### config.mk
export PLATFORM = sky130hd
export DESIGN_NAME = clock_gen_status_filter
export DESIGN_NICKNAME = d
export VERILOG_FILES = /design/src/sync3.v /design/src/osc_stable_detect.v /design/src/clock_gen_status_filter.v
export VERILOG_INCLUDE_DIRS = /design/src
export SDC_FILE = /design/constraint.sdc
export NUM_CORES = 1
export LEC_CHECK = 0
export ABC_CLOCK_PERIOD_IN_PS = 8400
export BUFFER_PORTS_ARGS = -buffer_cell sky130_fd_sc_hd__buf_2
export CAP_MARGIN = 20
export CORE_MARGIN = 8
export CORE_UTILIZATION = 30
export DETAILED_ROUTE_END_ITERATION = 10
export GPL_TIMING_DRIVEN = 1
export PLACE_DENSITY = 0.47
export SYNTH_ARGS = -nofsm -noshare
export SYNTH_HDL_FRONTEND = slang
export SYNTH_SLANG_ARGS = --single-unit
### constraint.sdc
create_clock -name clk_i -period 8.4 [get_ports clk_i]
set_clock_uncertainty 0.1 [all_clocks]
set_input_delay 2.1 -clock clk_i [delete_from_list [all_inputs] [get_ports clk_i]]
set_output_delay 2.1 -clock clk_i [all_outputs]
set_load 0.02 [all_outputs]
### src/clock_gen_defines.vh
// Constants for the clock generator status and filter block: APB offsets,
// field positions, mode codes and timing counts.
// Assumes inclusion by bare name from the design files of this block.
`ifndef CLOCK_GEN_DEFINES_VH
`define CLOCK_GEN_DEFINES_VH

// Register byte offsets
`define OFS_STATUS_ONE 8'h00
`define OFS_STATUS_TWO 8'h04
`define OFS_FILTER_UPPER 8'h08
`define OFS_FILTER_LOWER 8'h0c
`define OFS_CONTROL 8'h10

// Status one fields
`define S1_MODE_HI 7
`define S1_MODE_LO 6
`define S1_REF 5
`define S1_LOL 4
`define S1_LOCK 3
`define S1_LOC 2
`define S1_EXT 1
`define S1_IRQ 0

// Control fields
`define CTL_SEL_HI 1
`define CTL_SEL_LO 0
`define CTL_LOL_RESP 2
`define CTL_LOC_RESP 3

// Mode codes
`define MODE_SELF 2'h0
`define MODE_ENG_INT 2'h1
`define MODE_BYPASS 2'h2
`define MODE_ENG_EXT 2'h3

// Reset values
`define RST_MODE_SEL 2'h0
`define RST_FILTER 12'h000

// Oscillator stability: allowed count error change and sample run
`define UNLOCK_THRESHOLD 8'h04
`define STABLE_SAMPLES 2'h2

// Filter latch sequence length in clock cycles
`define FLT_LATCH_CYCLES 3'h4

`endif

### src/sync3.v
// Three-stage input synchroniser with agreement filter.
// Assumes inputs are asynchronous levels; output moves only when stages two
// and three agree.
`timescale 1ns/100ps
`default_nettype none
module sync3 #(
  parameter WIDTH = 1
) (
  input wire clk_i,
  input wire sys_rst_i,
  input wire [WIDTH-1:0] async_i,
  output reg [WIDTH-1:0] sync_o
);

  reg [WIDTH-1:0] stage1;
  reg [WIDTH-1:0] stage2;
  reg [WIDTH-1:0] stage3;
  integer i;

  // Stage one feeds stage two only, to keep metastability contained
  always @(posedge clk_i or posedge sys_rst_i) begin
    if (sys_rst_i) begin
      stage1 <= {WIDTH{1'b0}};
      stage2 <= {WIDTH{1'b0}};
      stage3 <= {WIDTH{1'b0}};
      sync_o <= {WIDTH{1'b0}};
    end else begin
      stage1 <= async_i;
      stage2 <= stage1;
      stage3 <= stage2;
      for (i = 0; i < WIDTH; i = i + 1) begin
        if (stage2[i] == stage3[i]) begin
          sync_o[i] <= stage3[i];
        end
      end
    end
  end

endmodule // sync3
`default_nettype wire

### src/osc_stable_detect.v
// Oscillator stability detector on loop count error samples.
// Assumes count error and sample strobe come from loop logic on clk_i and
// that the activity level is already synchronised.
`timescale 1ns/100ps
`default_nettype none
`include "clock_gen_defines.vh"
module osc_stable_detect (
  input wire clk_i,
  input wire sys_rst_i,
  input wire off_i,
  input wire osc_active_i,
  input wire sample_i,
  input wire [7:0] count_error_i,
  output reg stable_o
);

  reg [7:0] prev_error;
  reg [1:0] run;
  wire [7:0] delta;
  wire small_step;

  // Magnitude of change between successive samples
  assign delta = (count_error_i >= prev_error) ? (count_error_i - prev_error)
                                               : (prev_error - count_error_i);
  assign small_step = (delta <= `UNLOCK_THRESHOLD);

  // Off or a static clock drops stability at once; a new run must then build
  always @(posedge clk_i or posedge sys_rst_i) begin
    if (sys_rst_i) begin
      prev_error <= 8'h00;
      run <= 2'h0;
      stable_o <= 1'b0;
    end else if (off_i || !osc_active_i) begin
      run <= 2'h0;
      stable_o <= 1'b0;
    end else if (sample_i) begin
      prev_error <= count_error_i;
      if (!small_step) begin
        run <= 2'h0;
      end else if (run != `STABLE_SAMPLES) begin
        run <= run + 2'h1;
      end
      if (small_step && run >= (`STABLE_SAMPLES - 2'h1)) begin
        stable_o <= 1'b1;
      end
    end
  end

endmodule // osc_stable_detect
`default_nettype wire

### src/clock_gen_status_filter.v
// Status and filter register block of the on-chip clock generator,
// with a compact mode tracker and an APB slave.
// Assumes a zero-wait APB master on clk_i; loop, off and activity signals
// arrive asynchronously from the generator; reference select is on clk_i.
//
// Design decisions made here: the register offsets and the APB register port.
`timescale 1ns/100ps
`default_nettype none
`include "clock_gen_defines.vh"
module clock_gen_status_filter (
  input wire clk_i,
  input wire sys_rst_i,
  // APB slave
  input wire psel_i,
  input wire penable_i,
  input wire pwrite_i,
  input wire [7:0] paddr_i,
  input wire [31:0] pwdata_i,
  output reg [31:0] prdata_o,
  output reg pready_o,
  output reg pslverr_o,
  // Generator side
  input wire off_request_i,
  input wire loop_locked_i,
  input wire clock_lost_i,
  input wire ext_reference_ok_i,
  input wire osc_active_i,
  input wire ref_crystal_sel_i,
  input wire count_sample_i,
  input wire [7:0] count_error_i,
  output reg [1:0] mode_status_o,
  output reg lock_o,
  output reg osc_monitor_en_o,
  output reg [11:0] filter_value_o,
  output reg filter_latch_o,
  output reg interrupt_request_o,
  output reg reset_request_o
);

  // One-hot generator states
  localparam [4:0] ST_OFF = 5'h01;
  localparam [4:0] ST_SELF = 5'h02;
  localparam [4:0] ST_ENG_INT = 5'h04;
  localparam [4:0] ST_BYPASS = 5'h08;
  localparam [4:0] ST_ENG_EXT = 5'h10;

  reg [4:0] state;
  reg [4:0] next_state;
  reg [1:0] mode_select_field;
  reg lock_loss_response_bit;
  reg clock_loss_response_bit;
  reg loss_of_lock_flag;
  reg loss_of_clock_flag;
  reg clockgen_interrupt_flag;
  reg clear_armed;
  reg clock_lost_prev;
  reg [4:0] state_prev;
  reg wait_stable;
  reg [7:0] lower_hold;
  reg [2:0] latch_count;
  wire [4:0] pins_sync;
  wire [1:0] sel_seen;
  wire off_s;
  wire locked_s;
  wire clock_lost_s;
  wire ext_ok_s;
  wire active_s;
  wire oscillator_stable_bit;
  wire engaged;
  wire lock_now;
  wire lol_event;
  wire loc_event;
  wire irq_event;
  wire [7:0] status_one;
  wire [7:0] status_two;
  wire setup;
  wire access_done;
  wire wr_done;
  wire rd_done;
  wire mapped;
  wire latch_busy;

  // True when an address hits a given register word
  function hit;
    input [7:0] addr;
    input [7:0] ofs;
    begin
      hit = (addr == ofs);
    end
  endfunction

  // Pins from the generator's own clock come through the agreement filter
  sync3 #(.WIDTH(5)) pin_sync (
    .clk_i(clk_i),
    .sys_rst_i(sys_rst_i),
    .async_i({osc_active_i, ext_reference_ok_i, clock_lost_i, loop_locked_i,
              off_request_i}),
    .sync_o(pins_sync)
  );

  assign off_s = pins_sync[0];
  assign locked_s = pins_sync[1];
  assign clock_lost_s = pins_sync[2];
  assign ext_ok_s = pins_sync[3];
  assign active_s = pins_sync[4];

  // Mode select passes the same crossing the generator sees, so status lags
  sync3 #(.WIDTH(2)) sel_sync (
    .clk_i(clk_i),
    .sys_rst_i(sys_rst_i),
    .async_i(mode_select_field),
    .sync_o(sel_seen)
  );

  // Stability of the digital oscillator
  osc_stable_detect stable_det (
    .clk_i(clk_i),
    .sys_rst_i(sys_rst_i),
    .off_i(state == ST_OFF),
    .osc_active_i(active_s),
    .sample_i(count_sample_i),
    .count_error_i(count_error_i),
    .stable_o(oscillator_stable_bit)
  );

  // Mode tracker: target mode from the seen select, with entry conditions
  always @* begin
    next_state = state;
    case (state)
      ST_OFF: begin
        if (!off_s) begin
          // External bypass only with a valid reference, else self-clocked
          if (sel_seen == `MODE_BYPASS && ext_ok_s) begin
            next_state = ST_BYPASS;
          end else begin
            next_state = ST_SELF;
          end
        end
      end
      ST_SELF, ST_ENG_INT, ST_BYPASS, ST_ENG_EXT: begin
        if (off_s) begin
          next_state = ST_OFF;
        end else begin
          case (sel_seen)
            `MODE_ENG_INT: begin
              if (!wait_stable || oscillator_stable_bit) begin
                next_state = ST_ENG_INT;
              end
            end
            `MODE_BYPASS: begin
              next_state = ext_ok_s ? ST_BYPASS : ST_SELF;
            end
            `MODE_ENG_EXT: begin
              if (ext_ok_s && oscillator_stable_bit) begin
                next_state = ST_ENG_EXT;
              end else if (!ext_ok_s) begin
                next_state = ST_SELF;
              end
            end
            default: begin
              next_state = ST_SELF;
            end
          endcase
        end
      end
      default: begin
        next_state = ST_SELF;
      end
    endcase
  end

  // State register; after off with an engaged select the engaged modes wait for a stable oscillator
  always @(posedge clk_i or posedge sys_rst_i) begin
    if (sys_rst_i) begin
      state <= ST_SELF;
      state_prev <= ST_SELF;
      wait_stable <= 1'b0;
    end else begin
      state <= next_state;
      state_prev <= state;
      if (state == ST_OFF && next_state != ST_OFF) begin
        wait_stable <= sel_seen[0];
      end else if (oscillator_stable_bit) begin
        wait_stable <= 1'b0;
      end
    end
  end

  assign engaged = (state == ST_ENG_INT) || (state == ST_ENG_EXT);
  // Lock is meaningless outside the engaged modes
  assign lock_now = engaged && locked_s;
  // Unexpected loss: lock drops while the mode has not just changed
  assign lol_event = lock_o && !lock_now && engaged && (state == state_prev);
  assign loc_event = clock_lost_s && !clock_lost_prev;
  assign irq_event = (lol_event && !lock_loss_response_bit) ||
                     (loc_event && !clock_loss_response_bit);

  // APB phases: pready rises in the access cycle, so every transfer is one wait-free access
  assign setup = psel_i && !penable_i;
  assign access_done = psel_i && penable_i && pready_o;
  assign wr_done = access_done && pwrite_i && !pslverr_o;
  assign rd_done = access_done && !pwrite_i && !pslverr_o;
  assign mapped = hit(paddr_i, `OFS_STATUS_ONE) || hit(paddr_i, `OFS_STATUS_TWO) ||
                  hit(paddr_i, `OFS_FILTER_UPPER) || hit(paddr_i, `OFS_FILTER_LOWER) ||
                  hit(paddr_i, `OFS_CONTROL);
  assign latch_busy = (latch_count != 3'h0);

  // Status words as software sees them
  assign status_one = {mode_status_o, ref_crystal_sel_i, loss_of_lock_flag, lock_o,
                       loss_of_clock_flag, ext_ok_s, clockgen_interrupt_flag};
  assign status_two = {7'h00, oscillator_stable_bit};

  // Bus answer; read data is captured in the setup cycle and held
  always @(posedge clk_i or posedge sys_rst_i) begin
    if (sys_rst_i) begin
      prdata_o <= 32'h00000000;
      pready_o <= 1'b0;
      pslverr_o <= 1'b0;
    end else begin
      pready_o <= setup;
      if (setup) begin
        pslverr_o <= !mapped;
        prdata_o <= 32'h00000000;
        if (hit(paddr_i, `OFS_STATUS_ONE)) begin
          prdata_o <= {24'h000000, status_one};
        end else if (hit(paddr_i, `OFS_STATUS_TWO)) begin
          prdata_o <= {24'h000000, status_two};
        end else if (hit(paddr_i, `OFS_FILTER_UPPER)) begin
          prdata_o <= {28'h0000000, filter_value_o[11:8]};
        end else if (hit(paddr_i, `OFS_FILTER_LOWER)) begin
          prdata_o <= {24'h000000, filter_value_o[7:0]};
        end else if (hit(paddr_i, `OFS_CONTROL)) begin
          prdata_o <= {28'h0000000, clock_loss_response_bit, lock_loss_response_bit,
                       mode_select_field};
        end
      end else if (access_done) begin
        pslverr_o <= 1'b0;
      end
    end
  end

  // Control register written by software
  always @(posedge clk_i or posedge sys_rst_i) begin
    if (sys_rst_i) begin
      mode_select_field <= `RST_MODE_SEL;
      lock_loss_response_bit <= 1'b0;
      clock_loss_response_bit <= 1'b0;
    end else if (wr_done && hit(paddr_i, `OFS_CONTROL)) begin
      mode_select_field <= pwdata_i[`CTL_SEL_HI:`CTL_SEL_LO];
      lock_loss_response_bit <= pwdata_i[`CTL_LOL_RESP];
      clock_loss_response_bit <= pwdata_i[`CTL_LOC_RESP];
    end
  end

  // Sticky loss flags; a new event in the clearing cycle wins
  always @(posedge clk_i or posedge sys_rst_i) begin
    if (sys_rst_i) begin
      loss_of_lock_flag <= 1'b0;
      loss_of_clock_flag <= 1'b0;
      clock_lost_prev <= 1'b0;
    end else begin
      clock_lost_prev <= clock_lost_s;
      if (lol_event) begin
        loss_of_lock_flag <= 1'b1;
      end else if (wr_done && hit(paddr_i, `OFS_STATUS_ONE) && pwdata_i[`S1_LOL]) begin
        loss_of_lock_flag <= 1'b0;
      end
      if (loc_event) begin
        loss_of_clock_flag <= 1'b1;
      end else if (wr_done && hit(paddr_i, `OFS_STATUS_ONE) && pwdata_i[`S1_LOC]) begin
        loss_of_clock_flag <= 1'b0;
      end
    end
  end

  // Interrupt flag with read-then-write-one clearing; a new event disarms
  always @(posedge clk_i or posedge sys_rst_i) begin
    if (sys_rst_i) begin
      clockgen_interrupt_flag <= 1'b0;
      clear_armed <= 1'b0;
    end else if (irq_event) begin
      clockgen_interrupt_flag <= 1'b1;
      clear_armed <= 1'b0;
    end else if (rd_done && hit(paddr_i, `OFS_STATUS_ONE) && clockgen_interrupt_flag) begin
      clear_armed <= 1'b1;
    end else if (wr_done && hit(paddr_i, `OFS_STATUS_ONE) && pwdata_i[`S1_IRQ]) begin
      // A zero in this position leaves the flag alone
      if (clear_armed) begin
        clockgen_interrupt_flag <= 1'b0;
        clear_armed <= 1'b0;
      end
    end
  end

  // Responses to loss events: interrupt or reset, as each response bit says
  always @(posedge clk_i or posedge sys_rst_i) begin
    if (sys_rst_i) begin
      interrupt_request_o <= 1'b0;
      reset_request_o <= 1'b0;
    end else begin
      interrupt_request_o <= clockgen_interrupt_flag || irq_event;
      reset_request_o <= (lol_event && lock_loss_response_bit) ||
                         (loc_event && clock_loss_response_bit);
    end
  end

  // Mode and lock reporting; off keeps the last reported mode
  always @(posedge clk_i or posedge sys_rst_i) begin
    if (sys_rst_i) begin
      mode_status_o <= `MODE_SELF;
      lock_o <= 1'b0;
      osc_monitor_en_o <= 1'b0;
    end else begin
      lock_o <= lock_now;
      osc_monitor_en_o <= (state == ST_SELF) && oscillator_stable_bit;
      case (state)
        ST_SELF: mode_status_o <= `MODE_SELF;
        ST_ENG_INT: mode_status_o <= `MODE_ENG_INT;
        ST_BYPASS: mode_status_o <= `MODE_BYPASS;
        ST_ENG_EXT: mode_status_o <= `MODE_ENG_EXT;
        default: mode_status_o <= mode_status_o;
      endcase
    end
  end

  // Filter value: lower byte held until the upper write commits all 12 bits.
  // The latch window models hand-over to the oscillator; upper writes inside
  // it are dropped rather than queued, so software must pace its updates.
  always @(posedge clk_i or posedge sys_rst_i) begin
    if (sys_rst_i) begin
      filter_value_o <= `RST_FILTER;
      lower_hold <= 8'h00;
      latch_count <= 3'h0;
      filter_latch_o <= 1'b0;
    end else begin
      filter_latch_o <= 1'b0;
      if (latch_busy) begin
        latch_count <= latch_count - 3'h1;
      end
      if (wr_done && mode_select_field == `MODE_SELF) begin
        if (hit(paddr_i, `OFS_FILTER_LOWER)) begin
          lower_hold <= pwdata_i[7:0];
        end else if (hit(paddr_i, `OFS_FILTER_UPPER) && !latch_busy) begin
          filter_value_o <= {pwdata_i[3:0], lower_hold};
          latch_count <= `FLT_LATCH_CYCLES;
          filter_latch_o <= 1'b1;
        end
      end
    end
  end

endmodule // clock_gen_status_filter
`default_nettype wire

## Word-level counts from Yosys, hierarchy flattened

Cells that the tools add are included.

| storage, ports and cells | value |
|---|---|
| register bits | 123 |
| input bits | 60 |
| output and inout port bits | 53 |
| logic and storage cells | 188 |

| cells by class | value |
|---|---|
| $add $sub $neg | 4 |
| $lt $le $gt $ge | 3 |
| equality and inequality tests | 24 |
| multiplexer cells | 45 |
| bitwise operators | 2 |
| reductions and logical operators | 71 |

Operator list:

| operator | number |
|---|---|
| $mux W8 | 5 |
| $logic_and A1 B1 Y1 | 30 |
| $mux W5 | 5 |
| $mux W1 | 21 |
| $eq A8 B4 Y1 const B | 2 |
| $reduce_bool A2 Y1 | 8 |
| $sub A8 B8 Y8 | 2 |
| $pmux W5 S3 | 1 |
| $mux W3 | 4 |
| $mux W4 | 3 |
| $logic_not A1 Y1 | 11 |
| $logic_or A1 B1 Y1 | 10 |
| $pmux W5 S2 | 1 |
| $eq A8 B3 Y1 const B | 1 |
| $eq A8 B5 Y1 const B | 1 |
| $ge A8 B8 Y1 | 1 |
| $le A8 B3 Y1 const B | 1 |
| $logic_not A8 Y1 | 1 |
| $mux W2 | 4 |
| $pmux W2 S4 | 1 |
| $reduce_and A2 Y1 | 4 |
| $eq A1 B1 Y1 | 7 |
| $reduce_and A3 Y1 | 2 |
| $reduce_bool A3 Y1 | 2 |
| 18 further kinds | 21 |

## Longest topological paths before layout

Gate-level depths: netlist (run 1).

| depth | value |
|---|---|
| word-level depth | 11 |
| gate-level depth with buffers | 10 |
| gate-level depth less buffers | 9 |

## Modules after synthesis

A second synthesis (run 1) with hierarchy kept.

| unflattened totals | value |
|---|---|
| cells, all modules | 451 |
| area total of the unflattened synthesis | 4981.0 µm² |

Modules (own cells, without submodules):

| module | times used | cells an instance | area each (µm²) | sequential area each (µm²) |
|---|---|---|---|---|
| clock_gen_status_filter | 1 | 274 | 3047.9 | 1503.9 |
| osc_stable_detect | 1 | 140 | 1146.1 | 275.3 |
| sync3 at pin_sync | 1 | 26 | 560.5 | 500.5 |
| sync3 at sel_sync | 1 | 11 | 226.5 | 200.2 |

## Worst setup path after synthesis (run 1)

No wires, ideal clock.

| path | value |
|---|---|
| kind | input to register |
| start point | input port count_error_i[1] |
| end point | register stable_det.run[1] |
| library setup time | 0.083 ns |
| arrival | 3.940 ns |
| required time | 8.217 ns |
| slack | 4.278 ns |
| stages | 9 |
| buffers on the path | 0 |
| cells stage by stage | inv_1 > ha_1 > nor2b_1 > or2_2 > a2111oi_0 > a31oi_1 > a2111oi_0 > a22oi_1 > o21ai_0 |

| between the ends | value |
|---|---|
| cells in the longest elaborated chain, start to end | 6 |
| elaborated cells on any way between the ends | 10 |
| those cells by class | add/sub: 2; order compare: 2; eq/ne: 1; mux: 4; reduce/logical: 1 |

Ends and longest elaborated chain:

| item | line | text |
|---|---|---|
| start: declaration | clock_gen_status_filter.v:30 | `input wire [7:0] count_error_i,` |
| $sub A8 B8 Y8, or another cell as far along | osc_stable_detect.v:24 | `: (prev_error - count_error_i);` |
| $mux W8 * | osc_stable_detect.v:23 | `assign delta = (count_error_i >= prev_error) ? (count_error_i - prev_error)` |
| $le A8 B3 Y1 (no source line) * | n/a |  |
| $mux W2 | osc_stable_detect.v:38 | `if (!small_step) begin` |
| $mux W2 | osc_stable_detect.v:36 | `end else if (sample_i) begin` |
| $mux W2 | osc_stable_detect.v:33 | `end else if (off_i \|\| !osc_active_i) begin` |
| end signal: assignment | osc_stable_detect.v:41 | `run <= run + 2'h1;` |
| end: declaration | osc_stable_detect.v:18 | `reg [1:0] run;` |

Every way passes the cells marked *; elsewhere a longest branch is shown, timed or not. The select of a mux whose other input is x is not followed.
A chain may end at the register's enable or synchronous reset.

## Final worst setup path (run 1)

| path | value |
|---|---|
| start point | input port paddr_i[5] |
| end point | register filter_value_o[7] |

| between the ends | value |
|---|---|
| cells in the longest elaborated chain, start to end | 3 |
| elaborated cells on any way between the ends | 5 |
| those cells by class | eq/ne: 2; bitwise: 1; reduce/logical: 2 |

Ends and longest elaborated chain:

| item | line | text |
|---|---|---|
| start: declaration | clock_gen_status_filter.v:17 | `input wire [7:0] paddr_i,` |
| $eq A8 B4 Y1 | clock_gen_status_filter.v:88 | `hit = (addr == ofs);` |
| $logic_and A1 B1 Y1 / $not A1 Y1 (equally long branches) | n/a |  |
| $reduce_and A3 Y1 (no source line) * | n/a |  |
| end signal: assignment | clock_gen_status_filter.v:331 | `` filter_value_o <= `RST_FILTER; `` |
| end signal: assignment | clock_gen_status_filter.v:344 | `filter_value_o <= {pwdata_i[3:0], lower_hold};` |
| end: declaration | clock_gen_status_filter.v:34 | `output reg [11:0] filter_value_o,` |

Every way passes the cells marked *; elsewhere a longest branch is shown, timed or not.

==> summary.txt, run 1 <==
Status
  – Status: finished clean

Pwr
  – PwrDens: 223 nW/µm²
  – Max VDD drop: 0.100 mV
  – LEAKAGE: between 2 and 3 nW

Layout
  – ANT cells: 0
  – Filler cells: 1634
  – Layout cell share with drive strength beyond 1: a little under a quarter
  – Fin area: 5540 µm²
  – Nets: 590
  – P&R area growth vs syn: 15.2%

Clock tree
  – CTS Sinks: 99
  – Num CTS Buffers: 9
  – Setup bufs post-CTS: 0
  – Worst-path clk slew: 0.06 ns
  – H-tree depth: 3
  – Post-cts sizing count: 0
  – Clock latency on the worst-skew pair: 0.34 ns
  – CTS root buffer: clkbuf_16
  – CTS tree: done
  – Clock Path Buffers: 2
  – CTS Hold Buffers Added: 0

STA
  – Fin. Hold Viols: 0
  – RSZ-0062 raised after global routing: false
  – Measured slew at the worst slew-check pin: roughly 0.76 ns
  – Fmax: 0.236 GHz
  – Final Critical Period: between 4 and 5 ns
  – Max_slew headroom: 49.0%
  – Slew Limit Fails: 0
  – # setup viols final: 0
  – Final Cycle Share: 50.5%
  – Sum of negative setup slack: 0 ns

Die
  – Die Width: between 100 and 150 µm
  – Top Ports: 113
  – Num rows: 46
  – DIE AREA: 20300 µm²
  – Initial Utilization: 30.5%
  – Die H: approximately 140 µm
  – Core area: 15800 µm²

Critical path
  – WP data arrival: 4.37 ns
  – Worst reg2reg path endpoint: stable_det.run[1]
  – FF-to-FF path depth: 8
  – CP Cell Sequence: buf_2 -> or4_4 -> nor3_4 -> nand2_2 -> nor4_4 -> buf_4 -> mux2_2
  – WP data required: 8.52 ns
  – Startpoint Class: input port
  – Reg2Reg Setup Slack: roughly 5.7 ns
  – Slowest cell on crit path: or4_4
  – Crit path max fanout: 10
  – CP Class: in2reg
  – Slowest cell delay on critical path: 0.55 ns
  – Worst r2r src: stable_det.prev_error[1]
  – Setup crit end kind: flop

Placement
  – Placed inst area: 5240 µm²
  – HPWL Detailed: 7780 µm
  – Routability cong.: 0.779
  – Buffers on Ports: 64

Route
  – Post-route DRC: 0
  – Vias: between 3000 and 4000
  – DRT antenna net count: 0
  – 1st-iter DRT viols: approximately 130
  – DRT Wirelength: between 10000 and 15000 µm
  – Drt pass-1 iters: 7
  – WL per Instance: 14.3 µm
  – Drt via density: 4.59

Synth
  – Asr flop ratio synth: 100%
  – Mapped Cells: 453
  – Synthesis-stage register bit count: 99
  – Number of flops mapped to enable cells by yosys: 0
  – Primary FF master, synth: dfrtp_1
  – Yosys warns: 0
  – Syn Area/Cell: 10.6 µm²
  – Yosys cell types: 60
  – Mapped cell area: 4810 µm²
  – Fraction of the yosys area taken by sequential cells: between 50% and 60%

Global route
  – Gr usage total: 10.7%
  – Initial antenna violation count: 0
  – Vias in the first global route: 3403
  – Largest net degree at the start of global routing: 54
  – GRT overflow: 0
  – First-pass GRT wire length: 17200 µm

Min path
  – Hold path start: pin_sync.stage1[0]
  – Min-delay worst type: reg2reg
  – Hold depth: 0
  – Hold EP: pin_sync.stage2[0]

Job
  – Max cap viols: 0
-- logic make-up (layout without fill, tap and decap cells) --
| logic type | Yosys count | count (layout) | synth area share [%] |
|---|---|---|---|
| compound gates | 95 | 95 | 12.6 |
| xor+xnor | 12 | 12 | 2.19 |
| fa+ha+maj | 26 | 26 | 6.40 |
| buf+inv | 75 | 114 | 7.96 |
| flops | 99 | 99 | 51.6 |
| mux | 27 | 27 | 6.71 |
| other cells | 1 | 24 | 0.0780 |
| simple gates | 118 | 118 | 12.5 |
-- how the worst max path moves through the flow --
stage / from / endpoint / slack, ns / cells past startpoint
2_1_floorplan: sys_rst_i / clear_armed / 3.61 / 1
3_3_place_gp: count_error_i[1] / stable_det.run[1] / 3.85 / 10
3_5_place_dp: paddr_i[5] / filter_value_o[6] / 3.80 / 7
4_1_cts: paddr_i[5] / filter_value_o[6] / 4.16 / 7
5_1_grt: count_error_i[1] / stable_det.run[1] / 3.83 / 10
6_report: paddr_i[5] / filter_value_o[7] / 4.15 / 7
-- stage by stage --
step	instances	hold slack [ns]	utilization (%)	total power [W]	setup slack [ns]
2_1_floorplan	476	0.231	-	0.000777	3.61
3_3_place_gp	716	0.234	33.3	0.000825	3.85
3_5_place_dp	716	0.237	33.3	0.000834	3.80
4_1_cts	731	0.252	35.1	0.00126	4.16
5_1_grt	731	0.259	35.1	0.00132	3.83
6_report	731	0.250	35.1	0.00123	4.15
-- report_power, final --
part	switching [W]	leakage [nW]	total, W	internal, W
Sequential	0.0000335	1.28	0.000552	0.000518
Clock	0.000166	0.146	0.000412	0.000245
Combinational	0.000158	1.32	0.000272	0.000114
-- final cells by class --
type                            instances  area (µm²)  share of cell area [%]
Clock buffer                           13         260                    4.70
Clock inverter                          2        35.0                   0.632
Tap cell                              216         270                    4.88
Sequential cell                        99        2480                    44.8
Multi-Input combinational cell        302        2030                    36.7
Inverter                               33         126                    2.28
Timing Repair Buffer                   66         335                    6.05
-- cells in the final DEF (no fill, tap or decap), types with 4 or more instances in the layout --
cell type  count
clkbuf_16      9
nand2b_1       5
dfrtp_1       97
ha_1          19
maj3_1         7
or3_1          4
nor2_1        18
a21oi_1       19
mux2_4         6
nand2_1       47
conb_1        24
or2_2          4
nor2b_1        8
a21o_1         5
nor3_1         7
buf_2         64
xor2_1         9
o21ai_0       34
mux2_2        18
inv_1         32
a22oi_1        6
nand3_1        5
-- critical path, delay by kind of cell --
kind | cells | cell delay [ns]
muxes | 1 | 0.36
and+or+nand+nor | 4 | 1.47
buffers and inverters | 2 | 0.43
-- flip-flops by register name (all words and copies together), names as in the netlist, 3 cells and up --
signal / count
state: 5
pin_sync.stage2: 5
latch_count: 3
pin_sync.stage1: 5
stable_det.prev_error: 8
filter_value_o: 12
prdata_o: 8
state_prev: 5
lower_hold: 8
pin_sync.sync_o: 5
pin_sync.stage3: 5
-- cell usage after synthesis, drive strengths merged (2+ instances only) --
cell type	instances	area, µm²
nand2	48	183
ha	19	238
maj3	7	70.1
a2111oi	2	17.5
nor3	8	51.3
nand2b	5	31.3
a31o	2	17.5
a31oi	2	12.5
xnor2	3	26.3
nor2	18	67.6
nor4	2	27.5
or2	4	25.0
dfstp	2	52.6
mux2	24	293
o22ai	2	12.5
xor2	9	78.8
mux2i	3	30.0
dfrtp	97	2430
o31ai	2	15.0
or3	4	25.0
a21o	5	37.5
buf	28	206
o211ai	2	15.0
and2	4	26.3
a22oi	6	45.0
clkbuf	14	52.6
o21ai	34	170
a211oi	3	22.5
a221oi	2	17.5
a21oi	19	95.1
nand4	3	18.8
nor2b	8	50.1
and3	4	26.3
nand3	5	25.0
a21boi	3	22.5
a222oi	2	20.0
inv	33	124
-- routing by layer --
| layer | GRT usage, % | vias up | part of all wire (%) |
|---|---|---|---|
| li1 | - | 1624 | - |
| met1 | 13.4 | 1636 | 46 |
| met2 | 17.2 | 90 | 48 |
| met3 | 3.19 | 8 | 5.7 |
| met4 | 3.47 | 0 | 1.2 |
| met5 | 0 | - | 0 |
No activity file was read; power rests on OpenSTA's default activity.
==> run 2, diff against run 1 <==
ABC_CLOCK_PERIOD_IN_PS = 4150   (was 8400)
clock period = 4.15 ns   (was 8.4 ns; I/O delays follow)
==> summary.txt, run 2 (synthesis gave the netlist of run 1 again) <==
Placement
  – HPWL Detailed: 7670 µm (-1.3%)
  – Routability cong.: 0.766 (-1.7%)
  – Buffers on Ports: 64 (unchanged)
  – Placed cells: 719 (+0.42%)
  – Pre-CTS setup slack: 0.634 ns (-3.17 ns)

Clock tree
  – Clock latency on the worst-skew pair: 0.34 ns (about the same)
  – CTS root buffer: clkbuf_16
  – Num CTS Buffers: 9 (unchanged)
  – H-tree depth: 3 (unchanged)
  – Post-cts sizing count: 0 (unchanged)
  – Worst-path clk slew: 0.06 ns (about the same)
  – CTS Hold Buffers Added: 0 (unchanged)
  – CTS tree: done
  – Clock Path Buffers: 2 (unchanged)
  – Setup bufs post-CTS: 0 (unchanged)
  – CTS Sinks: 99 (unchanged)

Critical path
  – Setup crit end kind: flop
  – WP data arrival: 3.26 ns (-1.11 ns)
  – Worst r2r src: stable_det.prev_error[1]
  – CP Cell Sequence: buf_2 -> inv_1 -> ha_1 -> nor2b_1 -> or2_2 -> a2111oi_0 -> a31oi_1 -> a2111oi_0 -> a22oi_1 -> o21ai_0
  – WP data required: 4.30 ns (-4.22 ns)
  – Startpoint Class: input port
  – CP top delay family: compound AO/OA/AOI/OAI gates
  – Slowest cell on crit path: a2111oi_0
  – Crit. Startpoint: count_error_i[1]
  – Critical Path Most Common Cell: a2111oi_0
  – CP Class: in2reg
  – Slowest cell delay on critical path: 0.43 ns (-0.12 ns)
  – Bufs and invs on worst path: 2 (unchanged)
  – Crit path max fanout: 4 (-6)

Die
  – Die Width: 143 µm (unchanged)
  – Core area: 15800 µm² (unchanged)
  – Initial Utilization: 30.5% (unchanged)
  – Die H: 143 µm (unchanged)
  – Top Ports: 113 (unchanged)
  – Num rows: 46 (unchanged)
  – DIE AREA: 20300 µm² (unchanged)

Min path
  – Hold path start: pin_sync.stage1[4]
  – Min-delay worst type: reg2reg

Layout
  – Filler cells: 1641 (+0.43%)
  – ANT cells: 0 (unchanged)
  – Max FFs per register: 12 (unchanged)
  – Non-filler instance count after layout: 735 (+0.55%)
  – P&R area growth vs syn: 15.0%
  – Most common cell after layout, fill and taps aside: dfrtp_1
  – Layout cell share with drive strength beyond 1: 23.7% (+0.40 points)
  – Nets: 593 (+0.51%)
  – Largest reg by FF count: filter_value_o
  – Commonest non-fill, non-tap cells in the layout: dfrtp_1, buf_2, nand2_1, o21ai_0, inv_1

Global route
  – Vias in the first global route: 3343 (-1.8%)
  – Met2 Use GR: 16.7% (-0.53 points)
  – Gr usage total: 10.6% (-0.095 points)
  – Met3 Usage GRT: 3.42% (+0.23 points)
  – Layer with the highest usage: met2
  – Initial antenna violation count: 0 (unchanged)
  – First-pass GRT wire length: 17200 µm (about the same)
  – Met1 Track Usage GR: 13.5% (+0.053 points)
  – GRT overflow: 0 (unchanged)
  – Largest net degree at the start of global routing: 65 (+20%)

STA
  – Final Cycle Share: between 70% and 80%
  – Fmax: 0.322 GHz
  – Measured slew at the worst slew-check pin: 0.796 ns (+0.0365 ns)
  – Final worst slack: 1.04 ns (-3.11 ns)
  – Slew Limit Fails: 0 (unchanged)
  – Final Critical Period: slightly above 3 ns
  – # setup viols final: 0 (unchanged)
  – Max_slew headroom: 46.9% (-2.0 points)
  – Sum of negative setup slack: 0 ns (unchanged)
  – RSZ-0062 raised after global routing: false
  – Fin. Hold Viols: 0 (unchanged)

Job
  – Max cap viols: 0 (unchanged)

Status
  – Status: finished clean

Route
  – Vias: 3308 (-1.5%)
  – WL per Instance: 13.9 µm (-2.4%)
  – Drt via density: 4.50 (-2.0%)
  – DRT Wirelength: 10200 µm (-1.9%)
  – DRT antenna net count: 0 (unchanged)
  – 1st-iter DRT viols: 161 (+27%)
  – Post-route DRC: 0 (unchanged)
  – Drt pass-1 iters: 6 (-1)

Pwr
  – LEAKAGE: 2.73 nW (-0.41%)
  – Final Power: 0.00242 W (+96%)
  – PwrDens: 437 nW/µm² (+96%)
  – Max VDD drop: 0.224 mV (+120%)
## run 2: cell count changes in the layout (fill, tap and decap cells not counted)
cell and delta:
bufinv_16 -1, clkbuf_1 +1, clkinvlp_4 +3, buf_4 +3, clkbuf_8 -2
## run 2: power by group
group | leakage (nW) | switching [W] | internal (W) | total (W)
registers | 1.28 | 0.0000667 | 0.00105 | 0.00112
clock network | 0.119 | 0.000350 | 0.000406 | 0.000756
logic | 1.33 | 0.000314 | 0.000230 | 0.000544
## run 2: worst paths after layout
path | end | slack [ns] | depth (start not counted)
setup reg to reg | stable_det.run[1] | 1.49 | 8
setup / recovery | stable_det.run[1] | 1.04 | 10
min in group asynchronous | pin_sync.stage1[3] | 0.75 | 2
hold / removal | pin_sync.stage2[4] | 0.25 | 0
max in group asynchronous | prdata_o[7] | 2.39 | 3
hold reg to reg | pin_sync.stage2[4] | 0.25 | 0
## run 2: metal layers
metal  vias to the layer above  wire length (µm)  part of all wire (%)
met1                      1600              4670                    46
met2                        70              4810                    47
li1                       1632                 -                     -
met5                         -                 0                     0
met3                         6               645                   6.3
met4                         0               102                   1.0
## run 2: metrics by stage
step / hold WS, ns / instance area, µm² / utilization, %
5_1_grt: 0.252 / 5530 / 35.1
2_1_floorplan: 0.231 / 4890 / -
3_3_place_gp: 0.235 / 5270 / 33.4
6_report: 0.248 / 5530 / 35.1
3_5_place_dp: 0.235 / 5270 / 33.4
4_1_cts: 0.249 / 5530 / 35.1
## run 2: layout make-up
cell class / count / area, µm² / share of cell area [%]
sequential: 99 / 2480 / 44.8
multi-input combinational: 302 / 2030 / 36.7
clock inverter: 4 / 27.5 / 0.498
timing repair buffer: 69 / 358 / 6.47
inverter: 33 / 126 / 2.29
tap: 216 / 270 / 4.89
clock buffer: 12 / 236 / 4.28
==> run 3, diff against run 2 <==
ABC_CLOCK_PERIOD_IN_PS = 2900   (was 4150)
clock period = 2.9 ns   (was 4.15 ns; I/O delays follow)
==> summary.txt, run 3 (synthesis gave the netlist of run 1 again) <==
STA
  – Fmax: 0.380 GHz
  – Slew Limit Fails: 0 (unchanged)
  – Fin. Hold Viols: 0 (unchanged)
  – Max_slew headroom: 59.2% (+12 points)
  – RSZ-0062 raised after global routing: false
  – # setup viols final: 0 (unchanged)
  – Measured slew at the worst slew-check pin: 0.611 ns (-0.185 ns)
  – Final Cycle Share: 90.7%
  – Final Critical Period: 2.63 ns

Global route
  – Initial antenna violation count: 0 (unchanged)
  – GRT overflow: 0 (unchanged)
  – Vias in the first global route: 3454 (+3.3%)
  – First-pass GRT wire length: 17500 µm (+2.0%)
  – Gr usage total: 10.8% (+0.22 points)
  – Largest net degree at the start of global routing: 47 (-28%)

Pwr
  – Sw Ratio: 28.8% (-1.5 points)
  – Internal: 0.00267 W (+59%)
  – LEAKAGE: 2.86 nW (+4.6%)
  – Sw Pwr: 0.00108 W (+48%)
  – Final Power: 0.00375 W (+55%)
  – PwrDens: 653 nW/µm² (+49%)
  – Gate power share: 23.4% (+0.9 points)
  – Max VDD drop: 0.318 mV (+42%)
  – Clk pwr share: 34.0% (+2.7 points)
  – Reg power frac: 42.6% (-3.6 points)

Route
  – Drt pass-1 iters: 4 (-2)
  – 1st-iter DRT viols: 150 (-6.8%)
  – Vias: 3375 (+2.0%)
  – WL per Instance: 14.1 µm (+1.0%)
  – Drt via density: 4.48 (-0.55%)
  – DRT antenna net count: 0 (unchanged)
  – DRT Wirelength: 10600 µm (+3.7%)
  – Post-route DRC: 0 (unchanged)

Critical path
  – Slowest cell on crit path: ha_1
  – WP data arrival: 2.75 ns (-0.51 ns)
  – Slowest cell delay on critical path: 0.29 ns (-0.14 ns)
  – Worst r2r src: stable_det.prev_error[1]
  – Setup crit end kind: flop
  – Crit. Startpoint: count_error_i[1]
  – CP Class: in2reg
  – Crit path max fanout: 3 (-1)
  – WP data required: 3.01 ns (-1.29 ns)
  – CP Cell Sequence: buf_2 -> inv_1 -> ha_1 -> buf_4 -> nor2b_1 -> o211a_1 -> o21ai_0 -> buf_4 -> mux2i_1 -> a21oi_1 -> a22oi_1 -> o21ai_0
  – CP top delay family: compound AO/OA/AOI/OAI gates
  – Bufs and invs on worst path: 4 (+2)
  – Startpoint Class: input port

Status
  – Status: finished clean

Die
  – Top Ports: 113 (unchanged)
  – Initial Utilization: 30.5% (unchanged)
  – Die H: 143 µm (unchanged)
  – DIE AREA: 20300 µm² (unchanged)
  – Die Width: 143 µm (unchanged)
  – Core area: 15800 µm² (unchanged)
  – Num rows: 46 (unchanged)

Clock tree
  – Clock Path Buffers: 2 (unchanged)
  – H-tree depth: 3 (unchanged)
  – Num CTS Buffers: 9 (unchanged)
  – CTS root buffer: clkbuf_16
  – Worst-path clk slew: 0.06 ns (about the same)
  – CTS tree: done
  – CTS Sinks: 99 (unchanged)
  – CTS Hold Buffers Added: 0 (unchanged)
  – Clock latency on the worst-skew pair: 0.35 ns (about the same)

Layout
  – Nets: 612 (+3.2%)
  – Commonest non-fill, non-tap cells in the layout: dfrtp_1, buf_2, nand2_1, o21ai_0, inv_1
  – Most common cell after layout, fill and taps aside: dfrtp_1
  – Final design utilization: 36.4% (+1.3 points)
  – Non-filler instance count after layout: 754 (+2.6%)
  – Max FFs per register: 12 (unchanged)
  – P&R area growth vs syn: 19.4%
  – Layout cell share with drive strength beyond 1: 26.4% (+2.7 points)
  – Largest reg by FF count: filter_value_o
  – ANT cells: 0 (unchanged)

Min path
  – Hold path start: pin_sync.stage1[4]
  – Min-delay worst type: reg2reg

Placement
  – Buffers on Ports: 64 (unchanged)
  – HPWL Detailed: 8050 µm (+4.9%)
  – Placed cells: 738 (+2.6%)
  – Routability cong.: 0.767 (about the same)

Job
  – Max cap viols: 0 (unchanged)
==> run 3: layout make-up <==
type	count	area (µm²)
clock inverters	2	60.1
inverters	33	128
repair buffers	88	513
multi-input cells	302	2040
well taps	216	270
flip-flops and latches	99	2480
fillers	1617	10000
clock buffers	14	254
==> run 3: worst paths after layout <==
kind,slack [ns],endpoint,depth (start not counted)
worst max-delay path,0.27,stable_det.run[1],12
worst min-delay path,0.25,pin_sync.stage2[4],0
worst max register to register,0.40,stable_det.run[1],10
worst min register to register,0.25,pin_sync.stage2[4],0
max in group asynchronous,1.64,state_prev[1],3
min in group asynchronous,0.35,stable_det.prev_error[3],2
==> run 3: through the flow <==
step / setup TNS (ns) / area (µm²) / hold WS, ns / worst slack (ns)
global route: 0 / 5740 / 0.263 / 0.0582
CTS: 0 / 5740 / 0.250 / 0.242
global placement: -0.482 / 5420 / 0.235 / -0.172
floorplan: 0 / 4900 / 0.231 / 0.153
finish: 0 / 5740 / 0.248 / 0.269
detailed placement: -0.256 / 5420 / 0.235 / -0.100
==> run 3: worst register-to-register path: stages (launching register included) <==
cell	delay (ns)
dfrtp_1	0.39
ha_1	0.29
buf_4	0.15
nor2b_1	0.13
o211a_1	0.22
o21ai_0	0.23
buf_4	0.17
mux2i_1	0.16
a21oi_1	0.10
a22oi_1	0.29
o21ai_0	0.15
==> run 3: power groups by stage <==
stage / Clock [W] / Combinational (W) / Sequential [W]
3_5_place_dp: 0 / 0.000868 / 0.00162
4_1_cts: 0.00133 / 0.000872 / 0.00160
2_1_floorplan: 0 / 0.000670 / 0.00158
5_1_grt: 0.00139 / 0.00100 / 0.00161
3_3_place_gp: 0 / 0.000842 / 0.00162
6_report: 0.00127 / 0.000876 / 0.00160
==> run 3: metal layers <==
layer	GRT usage, %	up-vias	part of all wire (%)
met1	13.8	1624	46
met3	3.12	11	5.7
met4	4.03	0	1.5
met5	0	-	0
li1	-	1665	-
met2	17.0	75	47
==> run 3: timing repair <==
item,4_1_cts,5_1_grt
buffers inserted,0,0
endpoints found under the setup margin,0,3
resized for setup,0,2
